--- src/pkg/stdc_pkg.sv ---
// Overview of operation
// - 24-bit down counter that wraps at zero
// - Any current-value write clears counter
// - Enabled: decrement by one each clock
// - Cycle after zero reloads, then decrements
// - Wrap flag sets when a decrement brings count from one to zero (not on a clear)
// - Reading status clears the wrap flag
// - Counter value after reset is undefined
// - Zero reload keeps counter parked at zero
package stdc_pkg;
  localparam int CNT_W  = 24;
  localparam int ADDR_W = 4;
  localparam int DATA_W = 32;
  // Register offsets
  localparam logic [ADDR_W-1:0] CTRL_OFS   = 4'h0;
  localparam logic [ADDR_W-1:0] RELOAD_OFS = 4'h4;
  localparam logic [ADDR_W-1:0] CURR_OFS   = 4'h8;
  // Control/status field positions
  localparam int CTRL_EN_BIT   = 0;
  localparam int CTRL_WRAP_BIT = 16;
  localparam logic [CNT_W-1:0] CNT_ZERO  = 24'h000000;
  localparam logic [CNT_W-1:0] CNT_ONE   = 24'h000001;
  localparam logic [CNT_W-1:0] RELOAD_RST = 24'h000000;
endpackage

--- src/hdl/stdc_counter_core.sv ---
module stdc_counter_core (
  // Clock and reset
  input  wire logic                        mclk,
  input  wire logic                        rst,
  // Control
  input  wire logic                        enable,
  input  wire logic                        clearCount,
  input  wire logic [stdc_pkg::CNT_W-1:0]  reloadValue,
  // State
  output logic      [stdc_pkg::CNT_W-1:0]  count,
  output logic                             wrapEvent
);
  logic [stdc_pkg::CNT_W-1:0] count_ff;
  logic [stdc_pkg::CNT_W-1:0] nxt_count;

  always_comb begin
    nxt_count = count_ff;
    if (clearCount) begin
      nxt_count = stdc_pkg::CNT_ZERO;
    end else if (enable) begin
      if (count_ff == stdc_pkg::CNT_ZERO) begin
        nxt_count = reloadValue;
      end else begin
        nxt_count = count_ff - stdc_pkg::CNT_ONE;
      end
    end
  end

  // Software may not rely on it, but a known count keeps the checks free of unknowns
  always_ff @(posedge mclk) begin
    if (rst) begin
      count_ff <= stdc_pkg::CNT_ZERO;
    end else begin
      count_ff <= nxt_count;
    end
  end

  assign count     = count_ff;
  // Transition into zero while counting, never on a clear
  assign wrapEvent = enable && !clearCount && (count_ff == stdc_pkg::CNT_ONE);

  hold_disabled_a: assert property (@(posedge mclk) disable iff (rst)
    (!enable && !clearCount) |=> (count_ff == $past(count_ff)))
    else $error("count moved while disabled");
  clear_write_a: assert property (@(posedge mclk) disable iff (rst)
    clearCount |=> (count_ff == stdc_pkg::CNT_ZERO))
    else $error("write did not clear count");
  decrement_step_a: assert property (@(posedge mclk) disable iff (rst)
    (enable && !clearCount && count_ff != stdc_pkg::CNT_ZERO)
      |=> (count_ff == $past(count_ff) - stdc_pkg::CNT_ONE))
    else $error("count did not decrement");
  reload_zero_a: assert property (@(posedge mclk) disable iff (rst)
    (enable && !clearCount && count_ff == stdc_pkg::CNT_ZERO) |=> (count_ff == $past(reloadValue)))
    else $error("no reload after zero");
endmodule

--- src/hdl/stdc_tick_timer.sv ---
module stdc_tick_timer (
  // Clock and reset
  input  wire logic                         mclk,
  input  wire logic                         rst,
  // Register port
  input  wire logic [stdc_pkg::ADDR_W-1:0]  regAddr,
  input  wire logic [stdc_pkg::DATA_W-1:0]  regWdata,
  input  wire logic                         regWr,
  input  wire logic                         regRd,
  output logic      [stdc_pkg::DATA_W-1:0]  regRdata,
  // Status
  output logic                              tickWrapFlag
);
  logic                        enable_ff;
  logic [stdc_pkg::CNT_W-1:0]  tickReloadValue_ff;
  logic                        tickWrapFlag_ff;
  logic [stdc_pkg::DATA_W-1:0] regRdata_ff;
  logic [stdc_pkg::DATA_W-1:0] nxt_rdata;
  logic [stdc_pkg::CNT_W-1:0]  tickCurrentValue;
  logic                        wrapEvent;
  logic                        clearCount;

  assign clearCount = regWr && (regAddr == stdc_pkg::CURR_OFS);

  stdc_counter_core u_core (
    .mclk        (mclk),
    .rst         (rst),
    .enable      (enable_ff),
    .clearCount  (clearCount),
    .reloadValue (tickReloadValue_ff),
    .count       (tickCurrentValue),
    .wrapEvent   (wrapEvent)
  );

  always_ff @(posedge mclk) begin
    if (rst) begin
      enable_ff <= 1'b0;
    end else if (regWr && regAddr == stdc_pkg::CTRL_OFS) begin
      enable_ff <= regWdata[stdc_pkg::CTRL_EN_BIT];
    end
  end

  always_ff @(posedge mclk) begin
    if (rst) begin
      tickReloadValue_ff <= stdc_pkg::RELOAD_RST;
    end else if (regWr && regAddr == stdc_pkg::RELOAD_OFS) begin
      tickReloadValue_ff <= regWdata[stdc_pkg::CNT_W-1:0];
    end
  end

  // Set beats the read-clear so a wrap in the read cycle is kept
  always_ff @(posedge mclk) begin
    if (rst) begin
      tickWrapFlag_ff <= 1'b0;
    end else if (wrapEvent) begin
      tickWrapFlag_ff <= 1'b1;
    end else if (regRd && regAddr == stdc_pkg::CTRL_OFS) begin
      tickWrapFlag_ff <= 1'b0;
    end
  end

  always_comb begin
    nxt_rdata = '0;
    if (regRd) begin
      unique case (regAddr)
        stdc_pkg::CTRL_OFS: begin
          nxt_rdata[stdc_pkg::CTRL_EN_BIT]   = enable_ff;
          nxt_rdata[stdc_pkg::CTRL_WRAP_BIT] = tickWrapFlag_ff;
        end
        stdc_pkg::RELOAD_OFS: nxt_rdata[stdc_pkg::CNT_W-1:0] = tickReloadValue_ff;
        stdc_pkg::CURR_OFS:   nxt_rdata[stdc_pkg::CNT_W-1:0] = tickCurrentValue;
        default:              nxt_rdata = '0;
      endcase
    end
  end

  always_ff @(posedge mclk) begin
    if (rst) begin
      regRdata_ff <= '0;
    end else begin
      regRdata_ff <= nxt_rdata;
    end
  end

  assign regRdata     = regRdata_ff;
  assign tickWrapFlag = tickWrapFlag_ff;

  flag_set_a: assert property (@(posedge mclk) disable iff (rst)
    wrapEvent |=> tickWrapFlag_ff)
    else $error("wrap flag not set");
  flag_readclr_a: assert property (@(posedge mclk) disable iff (rst)
    (regRd && regAddr == stdc_pkg::CTRL_OFS && !wrapEvent) |=> !tickWrapFlag_ff)
    else $error("read did not clear flag");
  no_flag_off_a: assert property (@(posedge mclk) disable iff (rst)
    (!enable_ff && !tickWrapFlag_ff && !$past(wrapEvent)) |=> !tickWrapFlag_ff)
    else $error("flag set while disabled");
  zero_park_a: assert property (@(posedge mclk) disable iff (rst)
    (enable_ff && tickReloadValue_ff == stdc_pkg::CNT_ZERO && tickCurrentValue == stdc_pkg::CNT_ZERO
      && !regWr) |=> (tickCurrentValue == stdc_pkg::CNT_ZERO))
    else $error("count left zero with zero reload");

  // Read port
  rd_idle_zero_a: assert property (@(posedge mclk) disable iff (rst)
    !regRd
      |=> (regRdata_ff == '0))
    else $error("read data not zero when idle");

  rd_enable_bit_a: assert property (@(posedge mclk) disable iff (rst)
    (regRd && regAddr == stdc_pkg::CTRL_OFS)
      |=> (regRdata_ff[stdc_pkg::CTRL_EN_BIT] == $past(enable_ff)))
    else $error("enable bit read wrong");

  rd_wrap_bit_a: assert property (@(posedge mclk) disable iff (rst)
    (regRd && regAddr == stdc_pkg::CTRL_OFS)
      |=> (regRdata_ff[stdc_pkg::CTRL_WRAP_BIT] == $past(tickWrapFlag_ff)))
    else $error("wrap bit read wrong");

  rd_reload_val_a: assert property (@(posedge mclk) disable iff (rst)
    (regRd && regAddr == stdc_pkg::RELOAD_OFS)
      |=> (regRdata_ff[stdc_pkg::CNT_W-1:0] == $past(tickReloadValue_ff)))
    else $error("reload value read wrong");

  rd_current_val_a: assert property (@(posedge mclk) disable iff (rst)
    (regRd && regAddr == stdc_pkg::CURR_OFS)
      |=> (regRdata_ff[stdc_pkg::CNT_W-1:0] == $past(tickCurrentValue)))
    else $error("current value read wrong");

  rd_upper_zero_a: assert property (@(posedge mclk) disable iff (rst)
    (regRd && regAddr != stdc_pkg::CTRL_OFS)
      |=> (regRdata_ff[stdc_pkg::DATA_W-1:stdc_pkg::CNT_W] == '0))
    else $error("bits above the count not zero");

  rd_unmapped_a: assert property (@(posedge mclk) disable iff (rst)
    (regRd && regAddr != stdc_pkg::CTRL_OFS && regAddr != stdc_pkg::RELOAD_OFS && regAddr != stdc_pkg::CURR_OFS)
      |=> (regRdata_ff == '0))
    else $error("unmapped read not zero");

  // Control and reload registers
  en_write_a: assert property (@(posedge mclk) disable iff (rst)
    (regWr && regAddr == stdc_pkg::CTRL_OFS)
      |=> (enable_ff == $past(regWdata[stdc_pkg::CTRL_EN_BIT])))
    else $error("enable write lost");

  en_hold_a: assert property (@(posedge mclk) disable iff (rst)
    !(regWr && regAddr == stdc_pkg::CTRL_OFS)
      |=> $stable(enable_ff))
    else $error("enable changed without write");

  reload_write_a: assert property (@(posedge mclk) disable iff (rst)
    (regWr && regAddr == stdc_pkg::RELOAD_OFS)
      |=> (tickReloadValue_ff == $past(regWdata[stdc_pkg::CNT_W-1:0])))
    else $error("reload write lost");

  reload_hold_a: assert property (@(posedge mclk) disable iff (rst)
    !(regWr && regAddr == stdc_pkg::RELOAD_OFS)
      |=> $stable(tickReloadValue_ff))
    else $error("reload changed without write");

  reset_state_a: assert property (@(posedge mclk)
    rst
      |=> (!enable_ff && !tickWrapFlag_ff && regRdata_ff == '0 && tickReloadValue_ff == stdc_pkg::RELOAD_RST))
    else $error("state not cleared by reset");

  // Wrap flag
  flag_sticky_a: assert property (@(posedge mclk) disable iff (rst)
    (tickWrapFlag_ff && !(regRd && regAddr == stdc_pkg::CTRL_OFS))
      |=> tickWrapFlag_ff)
    else $error("flag dropped without status read");

  flag_cause_a: assert property (@(posedge mclk) disable iff (rst)
    (!tickWrapFlag_ff && !wrapEvent)
      |=> !tickWrapFlag_ff)
    else $error("flag set without wrap");

  flag_set_read_a: assert property (@(posedge mclk) disable iff (rst)
    (wrapEvent && regRd && regAddr == stdc_pkg::CTRL_OFS)
      |=> tickWrapFlag_ff)
    else $error("read clear beat a wrap");

  wrap_to_zero_a: assert property (@(posedge mclk) disable iff (rst)
    wrapEvent
      |=> (tickCurrentValue == stdc_pkg::CNT_ZERO))
    else $error("wrap without reaching zero");

  wrap_once_a: assert property (@(posedge mclk) disable iff (rst)
    wrapEvent
      |=> !wrapEvent)
    else $error("wrap seen twice in a row");

  off_no_wrap_a: assert property (@(posedge mclk) disable iff (rst)
    !enable_ff
      |-> !wrapEvent)
    else $error("wrap while disabled");

  zero_no_wrap_a: assert property (@(posedge mclk) disable iff (rst)
    (tickReloadValue_ff == stdc_pkg::CNT_ZERO && tickCurrentValue == stdc_pkg::CNT_ZERO)
      |-> !wrapEvent)
    else $error("wrap with count parked at zero");

  // Counting
  clear_no_wrap_a: assert property (@(posedge mclk) disable iff (rst)
    clearCount
      |-> !wrapEvent)
    else $error("wrap on a current-value write");

  clear_after_a: assert property (@(posedge mclk) disable iff (rst)
    clearCount
      |=> !wrapEvent)
    else $error("wrap right after a clear");

  count_from_one_a: assert property (@(posedge mclk) disable iff (rst)
    (enable_ff && !clearCount && tickCurrentValue == stdc_pkg::CNT_ONE)
      |=> (tickCurrentValue == stdc_pkg::CNT_ZERO))
    else $error("count did not reach zero from one");

  clear_reload_a: assert property (@(posedge mclk) disable iff (rst)
    (clearCount ##1 (enable_ff && !regWr))
      |=> (tickCurrentValue == $past(tickReloadValue_ff)))
    else $error("no reload after a clear");
endmodule

--- config.mk ---
export PLATFORM = sky130hd
export DESIGN_NAME = stdc_tick_timer
export DESIGN_NICKNAME = d
export VERILOG_FILES = /design/src/pkg/stdc_pkg.sv /design/src/hdl/stdc_counter_core.sv /design/src/hdl/stdc_tick_timer.sv
export SDC_FILE = /design/constraint.sdc
export NUM_CORES = 1
export LEC_CHECK = 0
export BUFFER_PORTS_ARGS = -buffer_cell sky130_fd_sc_hd__buf_2
export CORE_MARGIN = 2
export CORE_UTILIZATION = 59
export CTS_BUF_LIST = sky130_fd_sc_hd__clkbuf_16
export DETAILED_ROUTE_END_ITERATION = 7
export MAX_ROUTING_LAYER = met4
export PLACE_DENSITY = 0.92
export SYNTH_ARGS = -nofsm -noshare
export SYNTH_HDL_FRONTEND = slang
export SYNTH_SLANG_ARGS = --single-unit
--- constraint.sdc ---
create_clock -name mclk -period 5.6 [get_ports mclk]
set_input_delay 0.56 -clock mclk [delete_from_list [all_inputs] [get_ports mclk]]
set_output_delay 0.56 -clock mclk [all_outputs]
set_load 0.02 [all_outputs]
After elaboration in Yosys (flattened, before gate mapping):

Index checks and enable logic that the tools add are counted.

* add/sub/neg operators: 1
* equal/unequal tests: 3
* muxes and demuxes: 7
* bitwise operators: 1
* reductions and logical operators: 12

Operator list (number)
* $pmux W15 S2: 1
* $eq A24 B1 Y1 const B: 1
* $logic_not A24 Y1: 1
* $mux W24: 1
* $sub A24 B1 Y24 const B: 1
* $pmux W7 S2: 1
* $logic_and A1 B1 Y1: 6
* $pmux W1 S3: 2
* $eq A4 B3 Y1 const B: 1
* $eq A4 B4 Y1 const B: 1
* $logic_not A4 Y1: 1
* $reduce_or A2 Y1: 2
* $mux W1: 2
* $reduce_bool A2 Y1: 1
* $logic_not A1 Y1: 1
* $not A1 Y1: 1

* register bits: 82
* bits of input ports: 40
* output and inout port bits: 33

Depth between registers and ports, before layout:

* depth after elaboration: 6
* gate-level depth with buffers: 8
* gate-level depth less buffers: 7

Modules after synthesis:

Synthesis repeated with hierarchy kept, for this count alone.

* cells, all modules: 422
* area, all modules: 3623.5 sq um

By module, submodules not included
* stdc_tick_timer: times used 1, cells each 216, area each 2038.2 sq um
* stdc_counter_core: times used 1, cells each 206, area each 1585.3 sq um

Worst setup path after synthesis:

Ideal clock, no wire load.

* kind: register -> register
* start point: reg u_core.count_ff (netlist bit u_core.count[0])
* end point: reg u_core.count_ff (netlist bit u_core.count[10])
* arrival: 1.971 ns
* path slack: 3.511 ns
* cell stages (with the launch flop): 9
* buffers on the path: 1
* clock period less this slack: 2.089 ns
* cells stage by stage: dfxtp_1 > inv_1 > ha_1 > or3b_1 > clkbuf_1 > or4_1 > nor4_1 > o21ai_0 > a32o_1

* longest elaborated chain between the ends: 2
* elaborated cells between the ends (all ways): 3

Ends and longest elaborated chain
* start, declared: line stdc_counter_core.sv:13 `logic [stdc_pkg::CNT_W-1:0] count_ff;`
* start signal, assigned: line stdc_counter_core.sv:32 `count_ff <= stdc_pkg::CNT_ZERO;`
* start signal, assigned: line stdc_counter_core.sv:34 `count_ff <= nxt_count;`
* $sub A24 B1 Y24 / $logic_not A24 Y1 (equally long branches): line stdc_counter_core.sv:24, stdc_counter_core.sv:21
* $mux W24 (*): line stdc_counter_core.sv:21 `if (count_ff == stdc_pkg::CNT_ZERO) begin`

Every way passes the cells marked *; elsewhere a longest branch is shown, timed or not.
A chain may end at the register's enable or synchronous reset.

==> flow_metrics.py <==
metrics = {
    "timing": {
        "setup_violations": 0,
        "slew_headroom": 0.2208,
        "drv_slew": 0,
        "finalCritPeriodShare": 0.5000,
        "fmax_mhz": 357.2,
        "rsz0062_at_grt": "false",
        "hold_viol": 0,
        "fin_setup_tns_ns": 0,
        "fin_skew_ns": 0.004895,
        "fin_crit_ns": 2.800,
        "worstMarginPinSlew_ns": 1.168,
    },
    "status": {
        "status": "finished with violations",
        "violations": "DRC",
    },
    "global_route": {
        "grtUsageTotal": 0.3077,
        "grt_overflow": 0,
        "grt_pass1_wl_um": 14980,
        "antenna_found_initial": 0,
        "first_global_vias": 3013,
        "grt_max_degree": 30,
    },
    "min_path": {
        "hp-class": "input pin to register",
        "hold_depth": 3,
        "min-delay-start": "regWdata[17]",
        "hold_path_end": "tickReloadValue_ff[17]$_SDFFE_PP0P_",
    },
    "logic_synthesis": {
        "synth_cell_type_count": 51,
        "synthTopCellsByArea": "dfxtp_1 (42%), nand2_1 (6.9%), a21oi_1 (5.0%)",
        "synth_area_per_cell_um2": 8.356,
        "synth_common_cells": "dfxtp_1 (74), nand2_1 (65), nor2_1 (40), a21oi_1 (35), a22oi_1 (22)",
        "synth_ff_type": "dfxtp_1",
        "synth_edf_count": 0,
        "ys_ff_latch": 74,
        "synth_largest_area_cell": "dfxtp_1",
        "yosys.cell_count.top_type": "dfxtp_1",
        "async_reset_ff_frac": 0,
        "netlist_area_mm2": 0.003535,
        "yosysWarnings": 0,
        "yosysSeqAreaShare": 0.4191,
        "synthCells": 423,
        "synth_top_area_frac": 0.4191,
    },
    "worst_setup_path": {
        "cp.required_ns": 5.87,
        "cp-end-kind": "register",
        "crit_fanout": 29,
        "crit_path_top_delay_cell": "dfxtp_1",
        "slowest_delay_ns": 0.97,
        "r2r-start": "enable_ff$_SDFFE_PP0P_",
        "arrival_ns": 3.07,
        "crit_family": "simple AND/OR/NAND/NOR gates",
        "cp-start-kind": "register",
        "rr_worst_depth": 4,
        "reg2reg_slack_ns": 2.80,
        "regToRegEndpoint": "u_core.count[23]$_SDFFE_PP0P_",
        "cp_common_cell": "nand3_1",
        "critPathBufInv": 1,
        "path_cells": "inv_1 -> nor2_1 -> nand3_1 -> nand3_1",
        "critical_path_class": "register to register",
    },
    "clock_network": {
        "post_cts_resized": 0,
        "cts_sinks": 74,
        "cts_hold_buf": 0,
        "cts_tree": "done",
        "clock-root-buffer": "clkbuf_16",
        "cts.path.max_buffers": 2,
        "cts_setup_buffers": 0,
        "clkLatencyLatePin_ns": 0.33,
        "cts_buffers": 9,
        "h-tree-depth": 3,
        "cts.clk_slew.worst_paths_ns": 0.06,
    },
    "cells_and_area": {
        "fin_cells": 539,
        "n_antenna_cell": 0,
        "fin_area_mm2": 0.004094,
        "drive_gt1_frac": 0.1940,
        "nets": 502,
        "synthToLayoutAreaGrowth_pct": 15.82,
        "nFillCells": 441,
    },
    "floorplan": {
        "io_pins": 73,
        "initial_core_util": 0.6041,
        "dieHeight_um": 81.40,
        "core_mm2": 0.005851,
        "dieArea_mm2": 0.006626,
        "rows": 28,
        "die_w_um": 81.40,
    },
    "drt": {
        "num_vias": 3463,
        "drt_first_iter_violations": 461,
        "dr.pass1.iters": 8,
        "drc_errors": 8,
        "drtAntennaViolNets": 0,
        "routed_via_density": 6.425,
        "routed_wl_um": 9530,
        "routedWlPerCell_um": 17.68,
    },
    "pwr": {
        "p_per_area_mw_per_mm2": 306.8,
        "p_leak_nw": 1.627,
        "ir_drop_mv": 0.2887,
    },
    "place": {
        "post-dp-hpwl_um": 6066,
        "place_area_mm2": 0.003760,
        "dp_cells": 523,
        "place_congestion": 0.9520,
        "port_buffers": 56,
    },
    "job": {
        "maxCapViolCount": 0,
    },
}
[power breakdown]
group,internal (mW),total (mW),switching [mW]
registers,0.529,0.533,0.00388
clock network,0.430,0.644,0.214
logic,0.0284,0.0783,0.0499
[registers in the layout, summed over array words and instances (netlist names)]
name,flops
regRdata,24
enable_ff,1
tickWrapFlag,1
tickReloadValue_ff,24
u_core.count,24
[cells by family after synthesis]
group / synth area share
AOI/OAI and AO/OA: 0.2149
adders and majority gates: 0.01062
buffers and inverters: 0.06407
DFF: 0.4191
muxes: 0.04283
other: 0.001061
and+or+nand+nor: 0.2474
[worst max-delay path by stage]
stage                                             from                                  end  slack (ns)  cells after the start
after floorplan           u_core.count[0]$_SDFFE_PP0P_        u_core.count[10]$_SDFFE_PP0P_        3.51                      8
after global placement                      regAddr[1]  tickReloadValue_ff[10]$_SDFFE_PP0P_        2.95                      6
after detailed placement                    regAddr[1]  tickReloadValue_ff[10]$_SDFFE_PP0P_        2.89                      6
after CTS                       enable_ff$_SDFFE_PP0P_        u_core.count[23]$_SDFFE_PP0P_        2.97                      4
after global routing            enable_ff$_SDFFE_PP0P_        u_core.count[23]$_SDFFE_PP0P_        2.74                      4
final                           enable_ff$_SDFFE_PP0P_        u_core.count[23]$_SDFFE_PP0P_        2.80                      4
[through the flow]
| stage | total power [mW] | utilization | hold slack [ns] | setup WS, ns |
|---|---|---|---|---|
| 6_report | 1.256 | 0.6997 | 0.4631 | 2.800 |
| 4_1_cts | 1.256 | 0.6997 | 0.4588 | 2.972 |
| 2_1_floorplan | 0.6007 | - | 0.4449 | 3.511 |
| 3_5_place_dp | 0.6203 | 0.6426 | 0.4653 | 2.887 |
| 5_1_grt | 1.285 | 0.6997 | 0.4713 | 2.739 |
| 3_3_place_gp | 0.6177 | 0.6426 | 0.4602 | 2.952 |
[worst register-to-register path, delay by kind of cell, from the launching register on]
kind / cells / cell delay [ns]
simple gates: 3 / 1.21
flops: 1 / 0.97
buf+inv: 1 / 0.56
[final cells by class]
| type | count | area (um^2) | share of cell area |
|---|---|---|---|
| timing repair buffer | 59 | 302.8 | 0.07396 |
| inverter | 3 | 11.26 | 0.002751 |
| multi-input combinational | 312 | 1871 | 0.4569 |
| tap | 75 | 93.84 | 0.02292 |
| clock buffer | 9 | 225.2 | 0.05501 |
| clock inverter | 7 | 108.9 | 0.02659 |
| sequential | 74 | 1481 | 0.3619 |
[per-layer routing]
metal / GRT usage / up-vias / wire (um)
met4: 0.1373 / 0 / 229
met3: 0.07556 / 37 / 985
met1: 0.3994 / 1594 / 3837
met2: 0.4533 / 237 / 4478
li1: - / 1595 / -
met5: - / - / 0
[cells in the final DEF (no fill, tap or decap), drive strengths merged, types with 4 or more instances in the layout]
cell | Yosys | layout
a21o | 4 | 4
a21oi | 35 | 35
a22oi | 22 | 22
a2bb2oi | 6 | 6
a31oi | 4 | 4
a32o | 10 | 10
buf | 20 | 59
clkbuf | 21 | 9
conb | 1 | 8
dfxtp | 74 | 74
inv | 3 | 4
mux2 | 9 | 9
mux2i | 5 | 5
nand2 | 65 | 65
nand3 | 13 | 13
nand4 | 5 | 5
nor2 | 40 | 40
nor3 | 11 | 11
nor4 | 16 | 16
o21ai | 16 | 16
o31ai | 7 | 7
or4 | 5 | 5
Power figures use the tool's default switching activity.
